==> src/hdl/tta_pkg.sv <==
// tta_pkg: shared constants and carrier types of the tape transport control block
package tta_pkg;

	// ****************************************
	// clock and delay timing
	// ****************************************
	localparam int CLK_PERIOD_PS = 5000; // ref_clk period, 200 MHz
	localparam int SAMPLE_DLY_NS = 2000; // tape_a edge to write sampling pulse
	localparam int SAMPLE_DLY_CYC = (SAMPLE_DLY_NS * 1000 + CLK_PERIOD_PS - 1) / CLK_PERIOD_PS;
	localparam int REWIND_DLY_US = 1000; // rewind latch to high-speed request
	localparam int REWIND_DLY_CYC = (REWIND_DLY_US * 1000000 + CLK_PERIOD_PS - 1) / CLK_PERIOD_PS;
	localparam int FAULT_DLY_US = 2000; // tape out of path to load fault
	localparam int FAULT_DLY_CYC = (FAULT_DLY_US * 1000000 + CLK_PERIOD_PS - 1) / CLK_PERIOD_PS;
	localparam int TIMER_W = 24; // width of each delay counter

	// ****************************************
	// register map
	// ****************************************
	localparam logic [3:0] CTRL_OFS = 4'h0; // control word
	localparam logic [3:0] STAT_OFS = 4'h4; // status word, read only
	localparam int CTRL_EOT_JUMPER_BIT = 0; // end-passed latch drives end status
	localparam int CTRL_SOFT_CLEAR_BIT = 1; // write 1: master clear pulse
	localparam logic [31:0] CTRL_RESET = 32'h0000_0000;
	localparam int STAT_WRITE_EN_BIT = 0;
	localparam int STAT_OVERWRITE_BIT = 1;
	localparam int STAT_UNLOAD_BIT = 2;
	localparam int STAT_REWIND_BIT = 3;
	localparam int STAT_MARKER_PASSED_BIT = 4;
	localparam int STAT_CREEP_BIT = 5;
	localparam int STAT_END_PASSED_BIT = 6;
	localparam int STAT_TAPE_IN_PATH_BIT = 7;
	localparam int STAT_HIGH_SPEED_BIT = 8;

	// ****************************************
	// carrier types
	// ****************************************
	// pin inputs, all asynchronous to ref_clk
	typedef struct packed {
		logic syncForwardCmd; // controller: synchronous forward
		logic syncReverseCmd; // controller: synchronous reverse
		logic writeCmd; // controller: write
		logic overwriteCmd; // controller: overwrite
		logic rewindCmd; // controller: rewind
		logic checkCharStrobeN; // data electronics: check character strobe
		logic rewindSwitch; // panel rewind switch, high while pressed
		logic endMarkerSeen; // end marker detector
		logic beginMarkerSeen; // load-point marker detector
		logic rewindRampActive; // ramp generator: high-speed ramp running
		logic interlockMade; // vacuum interlock closed
		logic onlineFlag; // unit online
		logic unitSelected; // unit addressed
		logic loadingFlag; // load sequence running
	} tta_pin_s;

	// outputs, all registered
	typedef struct packed {
		logic tapeA; // tape_a to data electronics
		logic writeEnableN; // write enable to data electronics
		logic rewindLamp;
		logic rewindingStatus;
		logic highSpeedRewindReq;
		logic reelHighVoltage; // reel servo supply on higher voltage
		logic creepForward;
		logic capstanReverse;
		logic vacuumMotorOn;
		logic reelRelayOn;
		logic reelMotorsOn; // vacuum unload drive of both reels
		logic endOfTapeStatus;
		logic loadPointStatus;
	} tta_out_s;

endpackage

==> src/hdl/tta_delay_timer.sv <==
// tta_delay_timer: cycle counter standing in for an RC delay
`timescale 1ns/1ps
module tta_delay_timer #(
	parameter int W = 24,
	parameter int LEN = 400
) (
	input wire logic ref_clk,
	input wire logic srst,
	input wire logic run,
	output logic done
);
	// refuse lengths the counter cannot hold
	if (LEN < 1 || LEN >= (2 ** W)) begin : gBadLen
		$error("tta_delay_timer: LEN out of range");
	end

	localparam logic [W-1:0] LAST = W'(LEN - 1);
	logic [W-1:0] cnt_reg;

	// ****************************************
	// counts while run is high, restarts when run drops
	// ****************************************
	always_ff @(posedge ref_clk) begin
		if (srst || !run) begin
			cnt_reg <= '0;
			done <= 1'b0;
		end else if (cnt_reg == LAST) begin
			done <= 1'b1; // holds until run drops
		end else begin
			cnt_reg <= cnt_reg + W'(1);
		end
	end
endmodule

==> src/hdl/tta_sync2.sv <==
// tta_sync2: two-stage synchroniser for a group of asynchronous levels
`timescale 1ns/1ps
module tta_sync2 #(
	parameter int W = 1
) (
	input wire logic ref_clk,
	input wire logic srst,
	input wire logic [W-1:0] asyncIn,
	output logic [W-1:0] syncOut
);
	// first stage, read by the second stage only
	logic [W-1:0] meta_reg;

	// ****************************************
	// two flops, cleared on reset
	// ****************************************
	always_ff @(posedge ref_clk) begin
		if (srst) begin
			meta_reg <= '0;
			syncOut <= '0;
		end else begin
			meta_reg <= asyncIn;
			syncOut <= meta_reg;
		end
	end
endmodule

==> src/hdl/tta_transport_ctrl.sv <==
// tta_transport_ctrl: write arming, rewind/unload sequencing and marker status
// ****************************************
// ****************************************
`timescale 1ns/1ps
module tta_transport_ctrl #(
	parameter int SAMPLE_CYC = tta_pkg::SAMPLE_DLY_CYC,
	parameter int REWIND_CYC = tta_pkg::REWIND_DLY_CYC,
	parameter int FAULT_CYC = tta_pkg::FAULT_DLY_CYC
) (
	input wire logic ref_clk,
	input wire logic srst,
	// classic wishbone slave
	input wire logic wb_cyc_i,
	input wire logic wb_stb_i,
	input wire logic wb_we_i,
	input wire logic [3:0] wb_adr_i,
	input wire logic [3:0] wb_sel_i,
	input wire logic [31:0] wb_dat_i,
	output logic [31:0] wb_dat_o,
	output logic wb_ack_o,
	// pins
	input wire tta_pkg::tta_pin_s pinIn,
	output tta_pkg::tta_out_s pinOut
);

	// ****************************************
	// elaboration checks
	// ****************************************
	if (SAMPLE_CYC < 1 || REWIND_CYC < 1 || FAULT_CYC < 1) begin : gBadCyc
		$error("tta_transport_ctrl: delay counts must be at least one");
	end

	// ****************************************
	// input synchronisers
	// ****************************************
	// every pin crosses two flops before any logic looks at it
	tta_pkg::tta_pin_s pin; // synchronised pins
	tta_sync2 #(
		.W($bits(tta_pkg::tta_pin_s))
	) uSync (
		.ref_clk(ref_clk),
		.srst(srst),
		.asyncIn(pinIn),
		.syncOut(pin)
	);

	// previous values of the synchronised pins for edge detection
	tta_pkg::tta_pin_s pinDly_reg;
	always_ff @(posedge ref_clk) begin
		if (srst) begin
			pinDly_reg <= '0;
		end else begin
			pinDly_reg <= pin;
		end
	end

	// edges of interest
	wire switchReleased = pinDly_reg.rewindSwitch & ~pin.rewindSwitch;
	wire rewindCmdRise = pin.rewindCmd & ~pinDly_reg.rewindCmd;
	wire beginMarkerFall = pinDly_reg.beginMarkerSeen & ~pin.beginMarkerSeen;
	wire beginMarkerRise = pin.beginMarkerSeen & ~pinDly_reg.beginMarkerSeen;
	wire endMarkerRise = pin.endMarkerSeen & ~pinDly_reg.endMarkerSeen;
	wire endMarkerFall = pinDly_reg.endMarkerSeen & ~pin.endMarkerSeen;
	wire rampFall = pinDly_reg.rewindRampActive & ~pin.rewindRampActive;

	// ****************************************
	// state registers
	// ****************************************
	logic writeFf_reg; // write sampled
	logic noOverwriteFf_reg; // overwrite absent at sample
	logic overwriteFf_reg; // overwrite sampled
	logic sampleDoneDly_reg; // delayed sampling timer output
	logic unloadLatch_reg;
	logic rewindLatch_reg;
	logic markerPassedLatch_reg;
	logic creepForwardLatch_reg;
	logic creepEnded_reg; // one cycle between creep clear and rewind clear
	logic endPassed_reg;
	logic faultDoneDly_reg;
	logic [31:0] ctrl_reg;

	// ****************************************
	// marker decode
	// ****************************************
	// detectors rest low; both high means the reflector post is seen
	wire tapeInPath = ~(pin.endMarkerSeen & pin.beginMarkerSeen);
	wire endInternal = pin.endMarkerSeen | ~tapeInPath;
	wire atLoadPoint = pin.beginMarkerSeen & tapeInPath;

	// ****************************************
	// delay timers
	// ****************************************
	wire sampleDone;
	wire rewindDelayDone;
	wire loadFault;

	// tape_a edge delay: runs while forward tape_a is commanded
	tta_delay_timer #(
		.W(tta_pkg::TIMER_W),
		.LEN(SAMPLE_CYC)
	) uSampleDly (
		.ref_clk(ref_clk),
		.srst(srst),
		.run(pin.syncForwardCmd),
		.done(sampleDone)
	);

	// rewind delay: runs while the rewind latch is set
	tta_delay_timer #(
		.W(tta_pkg::TIMER_W),
		.LEN(REWIND_CYC)
	) uRewindDly (
		.ref_clk(ref_clk),
		.srst(srst),
		.run(rewindLatch_reg),
		.done(rewindDelayDone)
	);

	// load fault: tape pulled clear of the sensor during unload
	tta_delay_timer #(
		.W(tta_pkg::TIMER_W),
		.LEN(FAULT_CYC)
	) uFaultDly (
		.ref_clk(ref_clk),
		.srst(srst),
		.run(unloadLatch_reg & ~tapeInPath),
		.done(loadFault)
	);

	// ****************************************
	// clear network
	// ****************************************
	// a one-cycle sampling pulse, from the delayed tape_a edge only
	wire samplePulse = sampleDone & ~sampleDoneDly_reg;
	wire softClear = wb_cyc_i & wb_stb_i & wb_we_i & ~wb_ack_o & wb_sel_i[0]
		& (wb_adr_i == tta_pkg::CTRL_OFS) & wb_dat_i[tta_pkg::CTRL_SOFT_CLEAR_BIT];
	wire masterClear = (loadFault & ~faultDoneDly_reg) | softClear;
	// primary clear drops the rewind latches; the marker itself only blocks a new set,
	// so a running rewind is not killed when the tape flies past the load point
	wire clearPrimary = masterClear | unloadLatch_reg | creepEnded_reg;
	wire clearSecondary = masterClear | unloadLatch_reg;

	// ****************************************
	// rewind and unload requests
	// ****************************************
	// switch at the load point unloads when online; away from it both sources rewind
	wire unloadSet = switchReleased & atLoadPoint & pin.onlineFlag;
	wire rewindSet = (rewindCmdRise | switchReleased) & ~clearPrimary & ~atLoadPoint;
	wire markerSet = rewindLatch_reg & rewindDelayDone & beginMarkerFall;
	wire creepSet = rampFall & markerPassedLatch_reg;
	wire creepClear = creepForwardLatch_reg & beginMarkerRise;

	// ****************************************
	// write arming
	// ****************************************
	// the capture flops follow the sampling pulse and drop with tape_a
	always_ff @(posedge ref_clk) begin
		if (srst || !pin.syncForwardCmd) begin
			writeFf_reg <= 1'b0;
			noOverwriteFf_reg <= 1'b0;
			overwriteFf_reg <= 1'b0;
			sampleDoneDly_reg <= 1'b0;
		end else begin
			sampleDoneDly_reg <= sampleDone;
			if (samplePulse) begin
				writeFf_reg <= pin.writeCmd;
				noOverwriteFf_reg <= ~pin.overwriteCmd;
				overwriteFf_reg <= pin.overwriteCmd;
			end else if (!pin.checkCharStrobeN) begin
				overwriteFf_reg <= 1'b0;
			end
		end
	end

	// plain write path, or overwrite path until the check strobe
	wire writeEnable = writeFf_reg & (noOverwriteFf_reg | overwriteFf_reg);

	// ****************************************
	// unload latch
	// ****************************************
	always_ff @(posedge ref_clk) begin
		if (srst) begin
			unloadLatch_reg <= 1'b0;
			faultDoneDly_reg <= 1'b0;
		end else begin
			faultDoneDly_reg <= loadFault;
			if (unloadSet) begin
				unloadLatch_reg <= 1'b1;
			end else if (masterClear) begin
				unloadLatch_reg <= 1'b0;
			end
		end
	end

	// ****************************************
	// rewind latches
	// ****************************************
	// sets win over clears, but rewindSet is masked by clearPrimary, so a rewind request in a primary clear cycle is lost
	always_ff @(posedge ref_clk) begin
		if (srst) begin
			rewindLatch_reg <= 1'b0;
			markerPassedLatch_reg <= 1'b0;
			creepForwardLatch_reg <= 1'b0;
			creepEnded_reg <= 1'b0;
		end else begin
			creepEnded_reg <= creepClear;
			if (rewindSet) begin
				rewindLatch_reg <= 1'b1;
			end else if (clearPrimary) begin
				rewindLatch_reg <= 1'b0;
			end
			if (markerSet) begin
				markerPassedLatch_reg <= 1'b1;
			end else if (clearPrimary) begin
				markerPassedLatch_reg <= 1'b0;
			end
			if (creepSet) begin
				creepForwardLatch_reg <= 1'b1;
			end else if (creepClear || clearSecondary) begin
				creepForwardLatch_reg <= 1'b0;
			end
		end
	end

	// ****************************************
	// end-passed latch
	// ****************************************
	// clears when the marker goes by in reverse, on rewind start,
	// or when the interlock opens
	wire endPassedSet = endMarkerRise & pin.syncForwardCmd;
	wire endPassedClr = (endMarkerFall & pin.syncReverseCmd) | rewindSet
		| ~pin.interlockMade;
	always_ff @(posedge ref_clk) begin
		if (srst) begin
			endPassed_reg <= 1'b0;
		end else if (endPassedSet) begin
			endPassed_reg <= 1'b1;
		end else if (endPassedClr) begin
			endPassed_reg <= 1'b0;
		end
	end

	// ****************************************
	// output decode
	// ****************************************
	// the high-speed request falls as soon as the marker has gone by
	wire highSpeed = rewindLatch_reg & rewindDelayDone & ~markerPassedLatch_reg;
	wire eotJumper = ctrl_reg[tta_pkg::CTRL_EOT_JUMPER_BIT];
	wire endStatus = ~rewindLatch_reg
		& (endInternal | (eotJumper & endPassed_reg));
	// the load-point line is hidden while loading, rewinding or without tape
	wire loadPointStatus = pin.beginMarkerSeen & tapeInPath & ~rewindLatch_reg
		& ~creepForwardLatch_reg & ~pin.loadingFlag;

	tta_pkg::tta_out_s outNext;
	always_comb begin
		outNext = '0;
		outNext.tapeA = pin.syncForwardCmd;
		outNext.writeEnableN = ~writeEnable;
		outNext.rewindLamp = rewindLatch_reg;
		outNext.rewindingStatus = rewindLatch_reg & pin.unitSelected;
		outNext.highSpeedRewindReq = highSpeed;
		outNext.reelHighVoltage = highSpeed;
		outNext.creepForward = creepForwardLatch_reg;
		outNext.capstanReverse = unloadLatch_reg;
		outNext.vacuumMotorOn = pin.interlockMade & ~unloadLatch_reg;
		outNext.reelRelayOn = pin.interlockMade | unloadLatch_reg;
		outNext.reelMotorsOn = unloadLatch_reg & ~pin.interlockMade;
		outNext.endOfTapeStatus = endStatus;
		outNext.loadPointStatus = loadPointStatus;
	end

	// every output leaves from a flop
	always_ff @(posedge ref_clk) begin
		if (srst) begin
			pinOut <= '{writeEnableN: 1'b1, default: 1'b0};
		end else begin
			pinOut <= outNext;
		end
	end

	// ****************************************
	// wishbone slave
	// ****************************************
	// one wait state: ack one cycle after the strobe, dropped the next
	wire wbReq = wb_cyc_i & wb_stb_i & ~wb_ack_o;
	wire ctrlHit = wb_adr_i == tta_pkg::CTRL_OFS;
	wire statHit = wb_adr_i == tta_pkg::STAT_OFS;

	// status word shows the block's own state
	logic [31:0] statWord;
	always_comb begin
		statWord = '0;
		statWord[tta_pkg::STAT_WRITE_EN_BIT] = writeEnable;
		statWord[tta_pkg::STAT_OVERWRITE_BIT] = overwriteFf_reg;
		statWord[tta_pkg::STAT_UNLOAD_BIT] = unloadLatch_reg;
		statWord[tta_pkg::STAT_REWIND_BIT] = rewindLatch_reg;
		statWord[tta_pkg::STAT_MARKER_PASSED_BIT] = markerPassedLatch_reg;
		statWord[tta_pkg::STAT_CREEP_BIT] = creepForwardLatch_reg;
		statWord[tta_pkg::STAT_END_PASSED_BIT] = endPassed_reg;
		statWord[tta_pkg::STAT_TAPE_IN_PATH_BIT] = tapeInPath;
		statWord[tta_pkg::STAT_HIGH_SPEED_BIT] = highSpeed;
	end

	// read mux; unmapped offsets read zero and are still acknowledged
	wire [31:0] rdData = ctrlHit ? {30'h0, ctrl_reg[1:0]} : (statHit ? statWord : 32'h0);

	// control register write through byte lane 0 only; soft clear bit self-clears
	always_ff @(posedge ref_clk) begin
		if (srst) begin
			ctrl_reg <= tta_pkg::CTRL_RESET;
		end else if (wbReq && wb_we_i && ctrlHit && wb_sel_i[0]) begin
			ctrl_reg[7:0] <= {wb_dat_i[7:2], 1'b0, wb_dat_i[0]};
		end
	end

	// ack and read data registers
	always_ff @(posedge ref_clk) begin
		if (srst) begin
			wb_ack_o <= 1'b0;
			wb_dat_o <= 32'h0;
		end else begin
			wb_ack_o <= wbReq;
			wb_dat_o <= (wbReq && !wb_we_i) ? rdData : 32'h0;
		end
	end
endmodule

==> config.mk <==
export PLATFORM = sky130hd
export DESIGN_NAME = tta_transport_ctrl
export DESIGN_NICKNAME = d
export VERILOG_FILES = /design/src/hdl/tta_pkg.sv /design/src/hdl/tta_delay_timer.sv /design/src/hdl/tta_sync2.sv /design/src/hdl/tta_transport_ctrl.sv
export SDC_FILE = /design/constraint.sdc
export NUM_CORES = 1
export LEC_CHECK = 0
export ABC_AREA = 1
export BUFFER_PORTS_ARGS = -buffer_cell sky130_fd_sc_hd__buf_2
export CAP_MARGIN = 10
export CORE_ASPECT_RATIO = 0.5
export CORE_MARGIN = 2
export CORE_UTILIZATION = 30
export DETAILED_ROUTE_END_ITERATION = 10
export PLACE_DENSITY = 0.6
export SYNTH_ARGS = -nofsm -noshare
export SYNTH_HDL_FRONTEND = slang
export SYNTH_SLANG_ARGS = --single-unit
==> constraint.sdc <==
create_clock -name ref_clk -period 1.4 [get_ports ref_clk]
set_input_delay 0.21 -clock ref_clk [delete_from_list [all_inputs] [get_ports ref_clk]]
set_output_delay 0.21 -clock ref_clk [all_outputs]
set_load 0.02 [all_outputs]
Yosys cells after proc, flatten, opt, wreduce, memory -nomap -nowiden --
Index checks and enable logic that the tools add are counted.
Storage, ports and cells: register bits after elaboration 165, input port bits 59, output and inout bits 46, word-level logic and storage cells 156
Operators by class: add/subtract/negate cells 3, equal/unequal tests 5, muxes and demuxes 13, bitwise gates (word level) 72, reduce and logical (&&, ||, !) cells 21
Operator list (count):
- 24-bit by 1-bit adder with 24-bit output (second input constant) | 3
- 1-bit AND | 39
- 24-bit by 18-bit equality test with 1-bit output (second input constant) | 1
- 24-bit by 19-bit equality test with 1-bit output (second input constant) | 1
- 24-bit by 9-bit equality test with 1-bit output (second input constant) | 1
- 1-bit inverter | 23
- 1-bit 2-to-1 mux | 13
- 1-bit OR | 10
- 2-bit nonzero test | 5
- 4-bit by 3-bit equality test with 1-bit output (second input constant) | 1
- 1-bit logical AND | 4
- 1-bit logical NOT | 4
- 4-bit logical NOT | 1
- 1-bit logical OR | 4
- 4-bit OR reduction | 1
- 3-bit OR reduction | 1
- 2-bit != test (second input constant) | 1
- 2-bit OR reduction | 1

Logic depth before layout (Yosys ltp) --
Gate-level depths: netlist (run 1).
depth after elaboration 16, gate-level depth with buffers 9, depth with buffers taken out 9

Cells and area by module --
Synthesis (run 1) repeated with hierarchy kept, for this count alone.
Unflattened totals: cell total of the unflattened synthesis 948, area, all modules 6657.6 sq um
Modules (own cells, without submodules):
- tta_transport_ctrl | instances 1, cells an instance 177, area an instance 1549.0 sq um, sequential area each 780.7 sq um
- tta_delay_timer at uFaultDly | instances 1, cells an instance 240, area an instance 1497.7 sq um, sequential area each 500.5 sq um
- tta_delay_timer at uRewindDly | instances 1, cells an instance 223, area an instance 1432.6 sq um, sequential area each 500.5 sq um
- tta_delay_timer at uSampleDly | instances 1, cells an instance 221, area an instance 1371.3 sq um, sequential area each 500.5 sq um
- tta_sync2 | instances 1, cells an instance 87, area an instance 807.0 sq um, sequential area each 560.5 sq um

Least setup slack after synthesis (run 1) --
Ideal clock, no wire load.
kind register to register, start reg uRewindDly.cnt_reg[0], end reg uRewindDly.cnt_reg[14], setup time 115 ps, arrival 1308 ps, required time 1285 ps, slack -23 ps, stages on the path, launching flop included 9, buffers on the path 0, clock period less this slack 1423 ps, cells stage by stage dfxtp_1 -> ha_1 -> nand3_2 -> nor3_4 -> nand2_2 -> nor2_4 -> nand2_1 -> o21ai_1 -> nor2_1
Between the ends: cells in the longest elaborated chain, start to end 1, elaborated cells between the ends (all ways) 2, those cells by class 1 x add/sub; 1 x eq/ne
Ends and longest elaborated chain:
- from (decl) | line tta_delay_timer.sv:18 | logic [W-1:0] cnt_reg;
- from (signal assigned) | line tta_delay_timer.sv:30 | cnt_reg <= cnt_reg + W'(1);
- 24-bit by 1-bit adder with 24-bit output or 24-bit by 18-bit equality test with 1-bit output (tied branches) | line tta_delay_timer.sv:30, tta_delay_timer.sv:27
Parallel ways exist; a longest one is shown, timed or not. A chain may end at the register's enable or synchronous reset.

Worst setup path after layout (run 1) --
start reg uRewindDly.cnt_reg[1], end reg uRewindDly.cnt_reg[1]
Same word-level chain as after synthesis.

==> qor.csv, run 1 <==
metric;value;unit
hold_path_end;uSync.meta_reg[4]$_SDFF_PP0_;
yosys-top-cells-area;dfxtp_1 46%, nor2_1 8.2%, inv_1 7.7%;
detail_route.first_pass.iterations;6;
num-nets-final;1003;
rows;37;
hold_viol;0;
viasPerCell;4.401;
layout.area.seq;2894;sq um
synthCells;828;
netlist_area;6187;sq um
drive_gt1_share;26.00;%
overflow;0;
place_congestion;0.8453;
ys_seq_elements;142;
drt-total-wl;13510;um
whs_path_depth;3;
max_stage_delay;0.37;ns
numClockSinks;142;
regToRegSetupSlack;0.006;ns
cts_tree;yes;
hp-start;pinIn[4];
path_delay_family;flip-flops;
setup_viol;0;
cts_max_path_buffers;2;
start_util;30.37;%
cts-root-buf;clkbuf_16;
grt.total_usage;12.75;%
fin_crit_sh;99.54;%
clock.fmax;717.6;MHz
grt_max_degree;19;
tns;0;ns
cp_max_fo;4;
status;completed;
cp-start-kind;flop;
wl_per_cell;11.00;um
multiInputGateArea;2967;sq um
grt_pass1_vias;5221;
power.density;1066;nW/um^2
dieArea;21860;sq um
skew;0.008267;ns
dieWidth;207.1;um
layout_setup_ws;0.006399;ns
yosysTopAreaCell;dfxtp_1;
crit_arrival;1.74;ns
yosysUniqueCellTypes;40;
crit_chain;ha_4 > nand3_4 > buf_6 > nor3_4 > buf_4 > nand4_1 > a21oi_2;
drv_slew;0;
die_h;105.6;um
area_growth;28.86;%
crit_type;flop to flop;
crit_path_end_kind;flop;
rsz0062_at_grt;true;
cts_made_buffers;17;
ioPinCount;105;
max-vdd-ir-drop;0.7555;mV
drv_cap;0;
seq_area_frac_synth;45.95;%
syn_area_per_cell;7.472;sq um
whs;0.01222;ns
hold_path_class;input pin to flop;
yosysTopAreaCellShare;45.95;%
cts_max_level;4;
ys_warn_count;0;
post_layout_nonfiller_instances;1228;
hpwl;9916;um
drtIter0Drc;183;
clk_latency;0.41;ns
p_leak;0.003071;uW
reg2reg_depth;7;
drc_errors;0;
reg2reg_to;uRewindDly.cnt_reg[1]$_SDFFE_PP0P_;
numPlacedInstances;1183;
crit_buf_inv;2;
post-place-ws;-0.1137;ns
portBuffers;48;
fill_cells;2069;
drtAntennaViolNets;0;
power.total;8497;uW
r2r_start;uRewindDly.cnt_reg[1]$_SDFFE_PP0P_;
fin_crit;1.394;ns
worstPathRequired;1.74;ns
num_vias;5405;
clk_pin_slew_worst_paths;0.06;ns
core_area;20370;sq um
grt_pass1_wl;22990;um
cpMaxStageDelayCell;dfxtp_4;
antenna_found_initial;1;
[report_power, final]
group | switching, uW | total (uW) | internal (uW)
combinational | 178 | 277 | 98.2
sequential | 21.3 | 4100 | 4080
clock | 1750 | 4120 | 2360
total | 1950 | 8500 | 6540
[cell usage in the layout, fill, tap and decap left out, types with 9 or more instances in the layout]
cell type and count:
nor2_4 13, clkbuf_16 17, nor2_2 10, nand3_2 11
nand2_1 119, inv_1 121, nand3_1 36, xor2_1 9
dfxtp_2 20, nor3_1 18, buf_4 47, nand4_1 25
buf_2 48, nand2_2 10, dfxtp_1 115, nor2_1 121
inv_2 9, o21ai_0 16, a21oi_1 65, conb_1 23
[routing by layer]
metal | global-route usage [%] | wire (um) | share of wire [%] | vias up
met3 | 2.741 | 260 | 1.9 | 17
li1 | - | - | - | 2826
met4 | 5.561 | 211 | 1.6 | 0
met2 | 22.43 | 6778 | 50 | 47
met1 | 15.06 | 6254 | 46 | 2515
met5 | 0 | 0 | 0 | -
[metrics by stage]
step	utilization (%)	area [sq um]
3_5_place_dp	34.28	6983
2_1_floorplan	-	6295
5_1_grt	39.14	7973
6_report	39.14	7973
4_1_cts	37.91	7721
3_3_place_gp	34.28	6983
[worst reg2reg max path: stages (launching register included)]
cell     delay, ns
dfxtp_4       0.37
ha_4          0.15
nand3_4       0.09
buf_6         0.14
nor3_4        0.16
buf_4         0.15
nand4_1       0.11
a21oi_2       0.15
[kinds of logic (layout without fill, tap and decap cells)]
family	after synthesis	after routing	share of synthesized area (%)
AOI/OAI and AO/OA	102	102	8.635
xor gates and xnor gates	14	14	1.982
adders and majority gates	3	3	0.6067
other	1	24	0.06061
DFF	142	142	45.95
buffers and inverters	167	271	11.99
and+or+nand+nor	399	399	30.78
[area by class of cell]
cell class                 count  area share, %
multi-input combinational    541          37.21
sequential                   142          36.30
timing repair buffer         107          9.040
inverter                     132          6.293
clock buffer                  20          5.728
tap                          273          4.284
clock inverter                12          1.114
antenna                        1        0.03139
[worst max-delay path by stage]
stage	start	cells after the start	endpoint
6_report	uRewindDly.cnt_reg[1]$_SDFFE_PP0P_	7	uRewindDly.cnt_reg[1]$_SDFFE_PP0P_
5_1_grt	uRewindDly.cnt_reg[1]$_SDFFE_PP0P_	8	uRewindDly.cnt_reg[16]$_SDFFE_PP0P_
4_1_cts	uRewindDly.cnt_reg[1]$_SDFFE_PP0P_	7	uRewindDly.cnt_reg[1]$_SDFFE_PP0P_
3_5_place_dp	uFaultDly.cnt_reg[0]$_SDFFE_PP0P_	7	uFaultDly.cnt_reg[14]$_SDFFE_PP0P_
3_3_place_gp	uFaultDly.cnt_reg[0]$_SDFFE_PP0P_	8	uFaultDly.cnt_reg[16]$_SDFFE_PP0P_
2_1_floorplan	uSampleDly.cnt_reg[0]$_SDFFE_PP0P_	8	uSampleDly.cnt_reg[14]$_SDFFE_PP0P_
[synthesized netlist by cell type]
| cell type | n |
|---|---|
| or2_2 | 3 |
| nand3_2 | 5 |
| inv_1 | 127 |
| xnor2_1 | 5 |
| or2_4 | 1 |
| nor3_2 | 6 |
| nor2_8 | 1 |
| o21ai_0 | 20 |
| nand2_4 | 1 |
| conb_1 | 1 |
| nand4_1 | 25 |
| o21ai_1 | 3 |
| nor4_1 | 4 |
| or2_1 | 1 |
| nand4_2 | 1 |
| buf_6 | 3 |
| o21a_1 | 3 |
| nand3_1 | 47 |
| inv_2 | 5 |
| nor3_4 | 4 |
| nor3_1 | 23 |
| buf_1 | 5 |
| xor2_1 | 9 |
| ha_1 | 3 |
| dfxtp_1 | 142 |
| a31oi_1 | 7 |
| nand2_1 | 125 |
| buf_2 | 2 |
| a211oi_1 | 1 |
| clkbuf_1 | 1 |
| nand3b_1 | 2 |
| a21oi_1 | 66 |
| and3_1 | 1 |
| nor2_2 | 2 |
| nor2_1 | 135 |
| o41ai_1 | 1 |
| o22ai_1 | 1 |
| buf_4 | 24 |
| nor2_4 | 7 |
| nand2_2 | 5 |
[timing repair]
action / 4_1_cts / 5_1_grt
gates resized for setup: 32 / 74
hold buffers: 6 / 0
buffers inserted: 2 / 4
pin swaps: 10 / 31
cloned: 0 / 0
endpoints found under the setup margin: 23 / 56
hold endpoints to repair: 6 / 0
(Power assumes the default switching activity.)
==> inputs of run 2 (changes only) <==
--- a/config.mk
+++ b/config.mk
@@ -8,11 +8,13 @@
 export ABC_AREA = 1
 export BUFFER_PORTS_ARGS = -buffer_cell sky130_fd_sc_hd__buf_2
 export CAP_MARGIN = 10
+export CELL_PAD_IN_SITES_DETAIL_PLACEMENT = 0
+export CELL_PAD_IN_SITES_GLOBAL_PLACEMENT = 1
 export CORE_ASPECT_RATIO = 0.5
 export CORE_MARGIN = 2
 export CORE_UTILIZATION = 30
 export DETAILED_ROUTE_END_ITERATION = 10
-export PLACE_DENSITY = 0.6
+export PLACE_DENSITY = 0.74
 export SYNTH_ARGS = -nofsm -noshare
 export SYNTH_HDL_FRONTEND = slang
 export SYNTH_SLANG_ARGS = --single-unit
==> run 2 against run 1 <==
Global-route usage up 0.11 points. Critical path depth up 2. Sequential power hardly changed. Via count shrank 0.13%. Maximum frequency up 1.8%. Critical endpoint is now uRewindDly.cnt_reg[17]$_SDFFE_PP0P_.
==> qor.csv, run 2 (synthesis gave the netlist of run 1 again) <==
metric;value;unit;change
drc_errors;0;;unchanged
fin_crit;1.369;ns;-0.02422 ns
clk_pin_slew_worst_paths;0.06;ns;about the same
cts-root-buf;clkbuf_16;;
cp_max_fo;6;;+2
detail_route.first_pass.iterations;4;;-2
cts_tree;yes;;
reg2reg_depth;9;;+2
cts_max_level;4;;unchanged
start_util;30.37;%;unchanged
dieArea;21860;sq um;unchanged
status;completed;;
cts_max_path_buffers;2;;unchanged
fin_crit_sh;97.81;%;-1.7 points
hold_path_class;input pin to flop;;
grt.total_usage;12.86;%;+0.11 points
layout_common_cells;124 x inv_1, 119 x nor2_1, 119 x dfxtp_1, 116 x nand2_1, 65 x a21oi_1;;
rows;37;;unchanged
rsz0062_at_grt;true;;
drv_cap;0;;unchanged
grt_pass1_wl;23120;um;+0.54%
placed_area;7058;sq um;+1.1%
dieWidth;207.1;um;unchanged
place_congestion;0.7998;;-5.4%
viasPerCell;4.343;;-1.3%
crit_type;flop to flop;;
grt_max_degree;19;;unchanged
clk_latency;0.41;ns;about the same
clock.fmax;730.3;MHz;+1.8%
num_antenna_cells;0;;-1
hpwl;10060;um;+1.4%
antenna_found_initial;0;;-1
portBuffers;48;;unchanged
crit_arrival;1.67;ns;-0.07 ns
whs;0.01581;ns;+0.003596 ns
area_growth;31.73;%;
p_leak;0.003184;uW;+3.7%
drv_slew;0;;unchanged
fin_area;8150;sq um;+2.2%
overflow;0;;unchanged
die_h;105.6;um;unchanged
whs_path_depth;3;;unchanged
wl_per_cell;10.92;um;-0.71%
ioPinCount;105;;unchanged
drt-total-wl;13570;um;+0.50%
drtAntennaViolNets;0;;unchanged
cp-start-kind;flop;;
num-nets-final;1019;;+1.6%
worstPathRequired;1.70;ns;-0.04 ns
drive_gt1_share;26.91;%;+0.91 points
power.density;1083;nW/um^2;+1.6%
final_common_cell;inv_1;;
grt_pass1_vias;5123;;-1.9%
numClockSinks;142;;unchanged
num_vias;5398;;-0.13%
drtIter0Drc;219;;+20%
skew;0.008154;ns;-0.0001126 ns
core_area;20370;sq um;unchanged
crit_path_end_kind;flop;;
hold_viol;0;;unchanged
max-vdd-ir-drop;0.7783;mV;+3.0%
setup_viol;0;;unchanged
cts_made_buffers;17;;unchanged
-- run 2: cell types whose count changed in the layout (fill, tap and decap cells not counted), moves of 3 or more --
cell	before	now
buf_4	47	63
clkinvlp_4	7	2
dfxtp_1	115	119
inv_1	121	124
nand2_1	119	116
nand2_2	10	13
-- run 2: path summary, 6_finish.rpt --
path                                           start  slack, ns                                   to
hold / removal                              pinIn[4]       0.02         uSync.meta_reg[4]$_SDFF_PP0_
setup reg to reg  uRewindDly.cnt_reg[0]$_SDFFE_PP0P_       0.03  uRewindDly.cnt_reg[17]$_SDFFE_PP0P_
setup / recovery  uRewindDly.cnt_reg[0]$_SDFFE_PP0P_       0.03  uRewindDly.cnt_reg[17]$_SDFFE_PP0P_
hold reg to reg         uSync.meta_reg[8]$_SDFF_PP0_       0.40          uSync.syncOut[8]$_SDFF_PP0_
-- run 2: area by class of cell --
cell class | instances | area, sq um
fillers | 2094 | 12220
multi-input cells | 541 | 3004
flip-flops and latches | 142 | 2884
repair buffers | 123 | 839.6
inverters | 132 | 498.0
clock buffers | 20 | 446.7
well taps | 273 | 341.6
clock inverters | 12 | 136.4
-- run 2: worst max-delay path, cell delays in order, from the launching register on --
cell and delay (ns):
dfxtp_4 0.37, buf_6 0.11, nand3_4 0.08, buf_6 0.13, nor2_4 0.07, nand2_2 0.08
nor2_4 0.19, nand4_1 0.11, nand2_1 0.08, nor2_1 0.04
-- run 2: what timing repair did --
| action | 4_1_cts | 5_1_grt |
|---|---|---|
| setup buffers | 6 | 5 |
| hold buffers | 6 | 1 |
| setup endpoints to repair | 29 | 60 |
| pin swaps | 17 | 32 |
| hold endpoints to repair | 6 | 1 |
| gates resized for setup | 27 | 74 |
-- run 2: metrics by stage --
| step | std cells | TNS (ns) | worst slack, ns | power [uW] | util, % |
|---|---|---|---|---|---|
| after global placement | 1193 | -0.4472 | -0.07683 | 4463 | 34.65 |
| after detailed placement | 1193 | -0.9289 | -0.1175 | 4466 | 34.65 |
| after global routing | 1243 | -0.8287 | -0.08127 | 9168 | 40.01 |
| final | 1243 | 0 | 0.03062 | 8825 | 40.01 |
| after CTS | 1237 | 0 | 0.0002345 | 8944 | 38.51 |
| after floorplan | 850 | 0 | 0.009207 | 4413 | - |
-- run 2: report_power, final --
part | total (uW) | leakage [uW] | switching (uW) | internal [uW]
combinational | 282 | 0.00174 | 179 | 103
sequential | 4110 | 0.00116 | 21.0 | 4080
clock | 4440 | 0.000283 | 1750 | 2690
total | 8830 | 0.00318 | 1950 | 6880
-- run 2: metal layers --
| layer | global-route usage, % | vias to the layer above | part of all wire, % | wire length (um) |
|---|---|---|---|---|
| met2 | 23.31 | 75 | 49 | 6718 |
| met1 | 15.06 | 2449 | 46 | 6294 |
| met4 | 4.082 | 0 | 0.99 | 134 |
| met5 | 0 | - | 0 | 0 |
| met3 | 3.010 | 13 | 3.1 | 426 |
| li1 | - | 2861 | - | - |
